### src/hw/gtmr_pkg.sv
// Package holding the register map, field layout, modes and shared helpers of the timer.
package gtmr_pkg;

  // Register byte offsets on the 32-bit bus
  localparam logic [7:0] GTMR_OFS_CTRL = 8'h00;
  localparam logic [7:0] GTMR_OFS_COUNT = 8'h04;
  localparam logic [7:0] GTMR_OFS_PERIOD = 8'h08;
  localparam logic [7:0] GTMR_OFS_STATUS = 8'h0C;
  localparam logic [7:0] GTMR_OFS_MASK = 8'h10;

  // Control register field positions
  localparam int unsigned GTMR_CTRL_RUN_BIT = 15;
  localparam int unsigned GTMR_CTRL_IDLE_BIT = 13;
  localparam int unsigned GTMR_CTRL_GATE_BIT = 6;
  localparam int unsigned GTMR_CTRL_PS_LSB = 4;
  localparam int unsigned GTMR_CTRL_SYNC_BIT = 2;
  localparam int unsigned GTMR_CTRL_SRC_BIT = 1;

  // Status and mask field positions
  localparam int unsigned GTMR_ST_MATCH_BIT = 0;
  localparam int unsigned GTMR_ST_GATE_BIT = 1;

  // Values after reset
  localparam logic [15:0] GTMR_COUNT_RST = 16'h0000;
  localparam logic [15:0] GTMR_PERIOD_RST = 16'hFFFF;
  localparam logic [1:0] GTMR_STATUS_RST = 2'h0;
  localparam logic [1:0] GTMR_MASK_RST = 2'h0;

  // Clock rate and instruction clock divide
  localparam int unsigned GTMR_CLK_MHZ = 100;
  localparam int unsigned GTMR_INSTR_DIV = 2;

  // Operating modes
  typedef enum logic [1:0] {
    GTMR_MODE_TIMER,
    GTMR_MODE_GATED,
    GTMR_MODE_SYNC_CNT,
    GTMR_MODE_ASYNC_CNT
  } gtmr_mode_e;

  // Control register contents
  typedef struct packed {
    logic run;
    logic idle_stop;
    logic gate;
    logic [1:0] ps;
    logic sync;
    logic src;
  } gtmr_ctrl_s;

  localparam gtmr_ctrl_s GTMR_CTRL_RST = '{default: 1'b0};

  // Bus request carrier
  typedef struct packed {
    logic read;
    logic write;
    logic [7:0] addr;
    logic [31:0] wdata;
  } gtmr_bus_req_s;

  // Mode from the source, gate and sync bits
  function automatic gtmr_mode_e gtmr_decode(input gtmr_ctrl_s c);
    if (!c.src)
      return c.gate ? GTMR_MODE_GATED : GTMR_MODE_TIMER;
    return c.sync ? GTMR_MODE_SYNC_CNT : GTMR_MODE_ASYNC_CNT;
  endfunction

  // Terminal prescaler count for a select code
  function automatic logic [7:0] gtmr_ps_limit(input logic [1:0] sel);
    unique case (sel)
      2'h0: return 8'h00;
      2'h1: return 8'h07;
      2'h2: return 8'h3F;
      2'h3: return 8'hFF;
    endcase
  endfunction

endpackage

### src/hw/gtmr_prescaler.sv
// Input clock prescaler: one tick out per 1, 8, 64 or 256 input pulses.
`timescale 1ns/1ps

module gtmr_prescaler
  import gtmr_pkg::*;
#(
  parameter int unsigned PS_W = 8
)
(
  // Clock and reset
  input wire logic clock_i,
  input wire logic resetn_i,
  // Control
  input wire logic clear_i,
  input wire logic [1:0] sel_i,
  // Pulses
  input wire logic pulse_i,
  output logic tick_o
);

  // The terminal count of a 256 divide needs eight bits
  if (PS_W < 8)
    $error("PS_W must hold a divide of 256");

  typedef struct packed {
    logic [PS_W-1:0] cnt;
  } gtmr_ps_state_s;

  gtmr_ps_state_s s_reg;
  gtmr_ps_state_s s_next;
  logic [PS_W-1:0] lim;

  // Terminal count widened to the counter
  assign lim = PS_W'(gtmr_ps_limit(sel_i));
  assign tick_o = pulse_i && !clear_i && (s_reg.cnt == lim);

  // Counter wraps at the terminal count, restarts on clear
  always_comb
  begin
    s_next = s_reg;
    if (clear_i)
      s_next.cnt = '0;
    else if (pulse_i)
      s_next.cnt = (s_reg.cnt == lim) ? '0 : s_reg.cnt + PS_W'(1);
  end

  always_ff @(posedge clock_i or negedge resetn_i)
  begin
    if (!resetn_i)
      s_reg <= '0;
    else
      s_reg <= s_next;
  end
endmodule

### src/hw/gtmr_timer.sv
// Sixteen-bit timer/counter with four modes, Avalon-MM registers and an interrupt.
`timescale 1ns/1ps

module gtmr_timer
  import gtmr_pkg::*;
#(
  parameter int unsigned INSTR_DIV = GTMR_INSTR_DIV
)
(
  // Clock and reset
  input wire logic clock_i,
  input wire logic resetn_i,
  // Avalon-MM slave
  input wire logic [7:0] avs_address_i,
  input wire logic avs_read_i,
  input wire logic avs_write_i,
  input wire logic [31:0] avs_writedata_i,
  output logic [31:0] avs_readdata_o,
  output logic avs_waitrequest_o,
  // Pins and chip state
  input wire logic external_count_input_i,
  input wire logic gate_input_i,
  input wire logic idle_i,
  // Interrupt
  output logic irq_o
);

  // The instruction divider is eight bits wide, so larger divides cannot be served
  if (INSTR_DIV < 1 || INSTR_DIV > 256)
    $error("INSTR_DIV must lie in 1..256");

  // Whole state of the block
  typedef struct packed {
    gtmr_ctrl_s ctrl;
    logic [15:0] count;
    logic [15:0] period;
    logic [1:0] status;
    logic [1:0] mask;
    logic [2:0] pin_sync;
    logic [2:0] gate_sync;
    logic [7:0] fcy_cnt;
    logic fcy_en;
    logic ps_toggle;
    logic [2:0] tog_sync;
    logic waitreq;
    logic [31:0] rdata;
    logic irq;
  } gtmr_state_s;

  localparam logic [7:0] FCY_LAST = 8'(INSTR_DIV - 1);

  gtmr_state_s s_reg;
  gtmr_state_s s_next;
  gtmr_bus_req_s req;
  gtmr_mode_e mode;
  logic active;
  logic pin_rise;
  logic gate_level;
  logic gate_fall;
  logic ps_in;
  logic ps_clear;
  logic ps_tick;
  logic sync_tick;
  logic cnt_tick;
  logic wr_accept;
  logic wr_ctrl;
  logic wr_count_try;
  logic wr_blocked;
  logic match;
  logic [1:0] st_set;
  logic [1:0] st_clr;

  // Bus carrier
  assign req = '{read: avs_read_i, write: avs_write_i, addr: avs_address_i,
                 wdata: avs_writedata_i};

  // Register read multiplexer
  function automatic logic [31:0] read_mux(input logic [7:0] a, input gtmr_state_s s);
    logic [31:0] d;
    d = 32'h0000_0000;
    unique case (a)
      GTMR_OFS_CTRL:
      begin
        d[GTMR_CTRL_RUN_BIT] = s.ctrl.run;
        d[GTMR_CTRL_IDLE_BIT] = s.ctrl.idle_stop;
        d[GTMR_CTRL_GATE_BIT] = s.ctrl.gate;
        d[GTMR_CTRL_PS_LSB +: 2] = s.ctrl.ps;
        d[GTMR_CTRL_SYNC_BIT] = s.ctrl.sync;
        d[GTMR_CTRL_SRC_BIT] = s.ctrl.src;
      end
      GTMR_OFS_COUNT: d[15:0] = s.count;
      GTMR_OFS_PERIOD: d[15:0] = s.period;
      GTMR_OFS_STATUS: d[1:0] = s.status;
      GTMR_OFS_MASK: d[1:0] = s.mask;
      default: d = 32'h0000_0000; // Unmapped addresses read zero
    endcase
    return d;
  endfunction

  // Mode, source selection and gating
  assign mode = gtmr_decode(s_reg.ctrl);
  assign active = s_reg.ctrl.run && !(idle_i && s_reg.ctrl.idle_stop);
  assign pin_rise = s_reg.pin_sync[1] && !s_reg.pin_sync[2];
  assign gate_level = s_reg.gate_sync[1];
  assign gate_fall = !s_reg.gate_sync[1] && s_reg.gate_sync[2];

  // Prescaler input by mode
  always_comb
  begin
    ps_in = 1'b0;
    if (active)
    begin
      unique case (mode)
        GTMR_MODE_TIMER: ps_in = s_reg.fcy_en;
        GTMR_MODE_GATED: ps_in = s_reg.fcy_en && gate_level;
        GTMR_MODE_SYNC_CNT: ps_in = pin_rise;
        GTMR_MODE_ASYNC_CNT: ps_in = pin_rise;
      endcase
    end
  end

  // Writes are taken at the edge where waitrequest is seen low
  assign wr_accept = req.write && !s_reg.waitreq;
  assign wr_ctrl = wr_accept && (req.addr == GTMR_OFS_CTRL);
  assign wr_count_try = wr_accept && (req.addr == GTMR_OFS_COUNT);
  assign wr_blocked = s_reg.ctrl.run && s_reg.ctrl.src && s_reg.ctrl.sync;

  // Restarting the divider on any control change keeps old phase out of a new setting
  assign ps_clear = !s_reg.ctrl.run || wr_ctrl;

  gtmr_prescaler #(
    .PS_W(8)
  ) u_prescaler (
    .clock_i(clock_i),
    .resetn_i(resetn_i),
    .clear_i(ps_clear),
    .sel_i(s_reg.ctrl.ps),
    .pulse_i(ps_in),
    .tick_o(ps_tick)
  );

  // Aligned prescaler tick: a toggle carried through two flops
  assign sync_tick = s_reg.tog_sync[2] ^ s_reg.tog_sync[1];

  // Async mode takes the prescaler output as is; sync mode waits for the aligned copy
  assign cnt_tick = active && ((mode == GTMR_MODE_SYNC_CNT) ? sync_tick : ps_tick);
  assign match = cnt_tick && (s_reg.count == s_reg.period);

  // Status events and write-one-to-clear
  // Bit 1 marks the close of a gated interval, so software can time a pulse width
  assign st_set = {active && (mode == GTMR_MODE_GATED) && gate_fall, match};
  assign st_clr = (wr_accept && req.addr == GTMR_OFS_STATUS) ? req.wdata[1:0] : 2'h0;

  // Next state
  always_comb
  begin
    s_next = s_reg;
    // Pins pass two flops before any logic looks at them
    s_next.pin_sync = {s_reg.pin_sync[1:0], external_count_input_i};
    s_next.gate_sync = {s_reg.gate_sync[1:0], gate_input_i};
    // Instruction clock enable from the divider
    s_next.fcy_en = (s_reg.fcy_cnt == FCY_LAST);
    s_next.fcy_cnt = s_next.fcy_en ? 8'h00 : s_reg.fcy_cnt + 8'h01;
    // Event toggle for the aligned path
    if (ps_tick && mode == GTMR_MODE_SYNC_CNT)
      s_next.ps_toggle = !s_reg.ps_toggle;
    s_next.tog_sync = {s_reg.tog_sync[1:0], s_reg.ps_toggle};
    // Counting and period match
    if (match)
      s_next.count = GTMR_COUNT_RST;
    else if (cnt_tick)
      s_next.count = s_reg.count + 16'h0001;
    // Register writes; a count write wins over a tick unless blocked
    if (wr_ctrl)
    begin
      s_next.ctrl.run = req.wdata[GTMR_CTRL_RUN_BIT];
      s_next.ctrl.idle_stop = req.wdata[GTMR_CTRL_IDLE_BIT];
      s_next.ctrl.gate = req.wdata[GTMR_CTRL_GATE_BIT];
      s_next.ctrl.ps = req.wdata[GTMR_CTRL_PS_LSB +: 2];
      s_next.ctrl.sync = req.wdata[GTMR_CTRL_SYNC_BIT];
      s_next.ctrl.src = req.wdata[GTMR_CTRL_SRC_BIT];
    end
    if (wr_count_try && !wr_blocked)
      s_next.count = req.wdata[15:0];
    if (wr_accept && req.addr == GTMR_OFS_PERIOD)
      s_next.period = req.wdata[15:0];
    if (wr_accept && req.addr == GTMR_OFS_MASK)
      s_next.mask = req.wdata[1:0];
    // Set beats clear so an event in the clearing cycle survives
    s_next.status = (s_reg.status & ~st_clr) | st_set;
    // One wait cycle, then a single low cycle that completes the access
    if (s_reg.waitreq && (req.read || req.write))
    begin
      s_next.waitreq = 1'b0;
      s_next.rdata = read_mux(req.addr, s_reg);
    end
    else
      s_next.waitreq = 1'b1;
    // Interrupt level follows the new status so it stays aligned with it
    s_next.irq = |(s_next.status & s_next.mask);
  end

  // State register
  always_ff @(posedge clock_i or negedge resetn_i)
  begin
    if (!resetn_i)
    begin
      s_reg <= '0;
      s_reg.ctrl <= GTMR_CTRL_RST;
      s_reg.count <= GTMR_COUNT_RST;
      s_reg.period <= GTMR_PERIOD_RST;
      s_reg.status <= GTMR_STATUS_RST;
      s_reg.mask <= GTMR_MASK_RST;
      s_reg.waitreq <= 1'b1;
    end
    else
      s_reg <= s_next;
  end

  // Outputs straight from flops
  assign avs_readdata_o = s_reg.rdata;
  assign avs_waitrequest_o = s_reg.waitreq;
  assign irq_o = s_reg.irq;
endmodule

### config.mk
export PLATFORM = sky130hd
export DESIGN_NAME = gtmr_timer
export DESIGN_NICKNAME = d
export VERILOG_FILES = /design/src/hw/gtmr_pkg.sv /design/src/hw/gtmr_prescaler.sv /design/src/hw/gtmr_timer.sv
export SDC_FILE = /design/constraint.sdc
export NUM_CORES = 1
export LEC_CHECK = 0
export BUFFER_PORTS_ARGS = -buffer_cell sky130_fd_sc_hd__buf_4
export CORE_ASPECT_RATIO = 1.1
export CORE_MARGIN = 5
export CORE_UTILIZATION = 35
export CTS_BUF_LIST = sky130_fd_sc_hd__clkbuf_4 sky130_fd_sc_hd__clkbuf_8 sky130_fd_sc_hd__clkbuf_16
export CTS_CLUSTER_SIZE = 20
export DETAILED_ROUTE_END_ITERATION = 16
export PLACE_DENSITY_LB_ADDON = 0.1
export SLEW_MARGIN = 20
export SYNTH_ARGS = -nofsm -noshare
export SYNTH_HDL_FRONTEND = slang
export SYNTH_HIERARCHICAL = 1
export SYNTH_SLANG_ARGS = --single-unit
### constraint.sdc
create_clock -name clock_i -period 3.2 [get_ports clock_i]
set_input_delay 0.32 -clock clock_i [delete_from_list [all_inputs] [get_ports clock_i]]
set_output_delay 0.32 -clock clock_i [all_outputs]
set_load 0.005 [all_outputs]
* Word-level counts from Yosys, hierarchy flattened
Index checks and enable logic that the tools add are counted.
Storage, ports and cells: register bits 88, logic and storage cells 106
Cells by class: $add $sub $neg 3, equal/unequal tests 13, muxes and demuxes 26, bitwise gates (word level) 5, reductions and logical operators 39
Operators with widths (count):
- $mux 16 | 3
- $mux 8 | 4
- $pmux 8 s4 | 1
- $logic_and 1x1->1 | 22
- $add 16x1->16 const B | 1
- $add 8x1->8 const B | 2
- $eq 16x16->1 | 1
- $eq 8x4->1 const B | 2
- $pmux 1 s3 | 4
- $pmux 6 s2 | 1
- $pmux 3 s3 | 1
- $eq 2x2->1 const B | 4
- $eq 8x1->1 const B | 1
- $eq 8x3->1 const B | 1
- $eq 8x5->1 const B | 1
- $eq 8x8->1 | 1
- $logic_not 1->1 | 8
- $logic_not 8->1 | 1
- $mux 2 | 3
- $mux 1 | 5
- $pmux 1 s5 | 1
- $and 2x2->2 | 2
- $eq 2x1->1 const B | 2
- $logic_not 2->1 | 2
- 9 further kinds | 12

* Logic depth before layout (Yosys ltp)
depth after elaboration 14, depth in mapped cells 13, depth with buffers taken out 12

* Modules after synthesis
The synthesis kept the hierarchy.
Modules (own cells, without submodules):
- gtmr_timer | times used 1, cells each 411, area an instance 4249.1 um^2, seq. area each 2023.2 um^2
- gtmr_prescaler | times used 1, cells each 59, area an instance 518.0 um^2, seq. area each 200.2 um^2

* Least setup slack after synthesis
No wires, ideal clock.
kind flip-flop to flip-flop, from reg u_prescaler/s_reg[0] (netlist bit), to reg s_reg[78] (netlist bit), arrival 2.533 ns, required time 3.129 ns, setup slack 0.596 ns, stages on the path, launching flop included 11, buffers on the path 0, cell sequence dfrtp_1 or4_1 a211oi_2 o22ai_1 nor2_1 a21oi_2 a311o_2 or3_1 a21oi_1 a211oi_1 nor2_1
On the way: longest elaborated chain between the ends 7
RTL lines:
- start: declaration | RTL line gtmr_prescaler.sv:29 | gtmr_ps_state_s s_reg;
- start signal: assignment | RTL line gtmr_prescaler.sv:52 | s_reg <= s_next;
- $eq 8x8->1 * | RTL line gtmr_prescaler.sv:35 | assign tick_o = pulse_i && !clear_i && (s_reg.cnt == lim);
- $logic_and 1x1->1 * | RTL line gtmr_prescaler.sv:35
- named net ps_tick | RTL line gtmr_timer.sv:62 | logic ps_tick;
- $mux 1 * | RTL line gtmr_timer.sv:146 | assign cnt_tick = active && ((mode == GTMR_MODE_SYNC_CNT) ? sync_tick : ps_tick);
- $logic_and 1x1->1 * | RTL line gtmr_timer.sv:146
- $logic_and 1x1->1 | RTL line gtmr_timer.sv:147 | assign match = cnt_tick && (s_reg.count == s_reg.period);
- $mux 16 | RTL line gtmr_timer.sv:169 | if (match)
- $mux 16 | RTL line gtmr_timer.sv:183 | if (wr_count_try && !wr_blocked)
- end signal: assignment | RTL line gtmr_timer.sv:217 | s_reg <= s_next;
- end: declaration | RTL line gtmr_timer.sv:52 | gtmr_state_s s_reg;
The timed path passes the listed nets; every way through them passes the cells marked *. A chain may end at the register's enable or synchronous reset.

* Final worst setup path
from reg u_prescaler/s_reg[0] (netlist bit), to reg s_reg[83] (netlist bit)
Same word-level chain as after synthesis.

==> results_dict.tcl <==
set metrics [dict create \
    status "complete, no violations" \
    root_buffer "clkbuf_16" \
    grt_max_degree 36 \
    min_period_over_period_pct 93.0 \
    critical-path-top-delay-family "simple AND/OR/NAND/NOR gates" \
    drc 0 \
    drt_iter0_markers 192 \
    p_per_area_nw_per_um2 460 \
    yosysSeqAreaShare_pct 46.6 \
    cts-resized-gates 0 \
    fill_cells 1305 \
    wl_per_cell_um 16.5 \
    gp_congestion 0.852 \
    critPathBufInv 0 \
    grt_use_total_pct 14.9 \
    vias 3576 \
    dp_hpwl_um 8530 \
    htree_levels 3 \
    ys_seq_elements 88 \
    holdPathEnd "s_next[48]" \
    path_cells "or4_1, a211oi_2, o22ai_1, nor2_1, a21oi_2, a311oi_4, nand2_2, nor4_1, nor2_1, a21oi_1" \
    fin_setup_tns_ps 0 \
    largest_register_ffs 55 \
    routed_wl_um 11500 \
    io_buffers 48 \
    clock_latency_ps 350 \
    p_leak_uw 0.00234 \
    first_pass_iters 4 \
    ios 81 \
    fmax_mhz 336 \
    maxCapViolations 0 \
    regToRegStartpoint "u_prescaler/s_reg[0]" \
    ys.warnings.count 6 \
    worst-r2r-cell-count 10 \
    min_path_cells 1 \
    seqPwrFrac_pct 46.2 \
    setup_violations 0 \
    cts_hold_buf 1 \
    clock_path_buffers 2 \
    cts_sinks 88 \
    async_flop_share_pct 100 \
    syn_avg_cell_area_um2 10.1 \
    cpPeakStageDelay_ps 540 \
    dieArea_um2 16100 \
    ys_types 67 \
    yosys.area.top_type "dfrtp_1" \
    netSwitchingFraction_pct 21.6 \
    synth_flop_cell "dfrtp_1" \
    vdd_drop_max_mv 0.184 \
    num_rows 44 \
    syn_inst 470 \
    whs_ps 76.9 \
    cp.depth 10 \
    clk_pin_slew_worst_paths_ps 60 \
    hold_path_class "primary input to flip-flop" \
    multiInputGateArea_um2 2190 \
    yosysTopAreaCellShare_pct 37.3 \
    hold_viol 0 \
    place_area_um2 5140 \
    slew_headroom_pct 58.9 \
    synth_edf_count 0 \
    area_delta_synth_final_pct 15.4 \
    grt_pass1_vias 3450 \
    num-nets-final 559 \
    r2r_end "s_reg[83]" \
    finalInstanceArea_um2 5500 \
    reg2reg_slack_ps 220 \
    syn_area_um2 4770 \
    critPathSlowestCell "or4_1" \
    arrival_ps 3240 \
    diodes 0 \
    viasPerCell 5.13 \
    period_minus_slack_ps 2980 \
    ant_nets 0 \
    maxSlewViolCount 0 \
    crit_top_cell "nor2_1" \
    p_clk_share_pct 47.9 \
    rsz0062_at_grt "no" \
    finClkSkew_ps 9.70 \
    cts_setup_buffers 0 \
    worstSetupEndpointType "flip-flop" \
    die_w_um 121 \
    tritoncts "built" \
    critical_path.startpoint_type "flip-flop" \
    core-area_um2 13300 \
    synth.area.top_cells "dfrtp_1 (37%), dfstp_2 (9.4%), mux2_2 (5.4%), buf_4 (5.4%), xnor2_1 (4.6%)" \
    tightestPinTransition_ps 611 \
    grt_pass1_wl_um 18500 \
    p_comb_share_pct 5.9 \
    intPower_uw 1980 \
    regArea_um2 2220 \
    cp_max_fo 10 \
    cts_made_buffers 9 \
    antenna_found_initial 0 \
    overflow 0 \
    drive_gt1_share_pct 27.1 \
    initial_core_util_pct 35.9 \
    p_sw_uw 545 \
    worstSetupPathType "flip-flop to flip-flop" \
    worstPathRequired_ps 3470 \
    min_from "gate_input_i" \
    die_y_um 132 \
]
-- power by group through the flow --
stage | Combinational [uW] | Clock [uW] | Sequential, uW
floorplan | 88.0 | 0 | 1180
global placement | 150 | 0 | 1190
detailed placement | 153 | 0 | 1190
CTS | 154 | 1260 | 1170
global route | 170 | 1310 | 1170
finish | 150 | 1210 | 1170
-- metal layers --
layer | GRT usage [%] | wire (um) | vias to the layer above
li1 | - | - | 1726
met1 | 20.6 | 5260 | 1736
met2 | 22.9 | 5510 | 96
met3 | 2.92 | 527 | 18
met4 | 6.16 | 214 | 0
met5 | 0 | 0 | -
-- per-stage QoR --
step / setup WS, ps / cells / utilization, % / total power, uW
final: 224 / 697 / 41.5 / 2530
after global placement: 288 / 680 / 38.8 / 1340
after global routing: 14.2 / 697 / 41.5 / 2650
after CTS: 220 / 697 / 41.5 / 2580
after floorplan: 596 / 485 / - / 1260
after detailed placement: 280 / 680 / 38.8 / 1340
-- cell usage after synthesis, types with 3 or more instances --
cell type / n
a222oi_1: 5
buf_6: 3
nand4_1: 10
o21ai_1: 3
and4_1: 3
nor4_1: 5
nand2b_1: 3
buf_2: 6
xnor2_1: 25
nor2b_1: 4
nand2_1: 39
and2_1: 5
nor3_1: 9
buf_4: 34
dfstp_2: 17
clkbuf_1: 4
nor2_1: 35
nand3_1: 18
mux2_2: 23
o21ai_0: 33
ha_1: 4
dfrtp_1: 71
inv_1: 8
a21oi_1: 27
a22oi_1: 12
nand3b_1: 4
and3_1: 7
-- worst reg2reg max path: cells and delay by family (launching register included) --
kind	cells	cell delay [ps]
flops	1	440
compound gates	5	1220
simple gates	5	1240
-- cells by family after synthesis --
kind of cell | after synthesis | share of synthesized area (%)
flops | 88 | 46.6
buf+inv | 60 | 8.71
compound gates | 107 | 14.9
simple gates | 159 | 18.0
mux | 25 | 5.85
xor+xnor | 26 | 4.78
fa+ha+maj | 4 | 1.05
other cells | 1 | 0.0787
-- final cells by class --
type | instances | area share, %
multi-input cells | 337 | 39.8
repair buffers | 64 | 8.78
well taps | 184 | 4.19
clock buffers | 11 | 4.37
inverters | 8 | 0.546
flip-flops and latches | 88 | 40.4
clock inverters | 5 | 1.91
-- placed cells by master (no fill, tap or decap), types with 12 or more instances in the layout --
cell type   n
nand2_1    39
o21ai_0    33
dfstp_2    17
nor2_1     35
dfrtp_1    71
xnor2_1    25
buf_4      63
a21oi_1    27
mux2_2     23
conb_1     16
a22oi_1    12
nand3_1    18
-- worst max path at each step --
stage                                     from         to
after floorplan           u_prescaler/s_reg[0]  s_reg[78]
after global routing                 s_reg[93]  s_reg[83]
after CTS                 u_prescaler/s_reg[0]  s_reg[83]
after detailed placement  u_prescaler/s_reg[0]  s_reg[78]
final                     u_prescaler/s_reg[0]  s_reg[83]
after global placement    u_prescaler/s_reg[0]  s_reg[81]
Power figures use the tool's default switching activity.
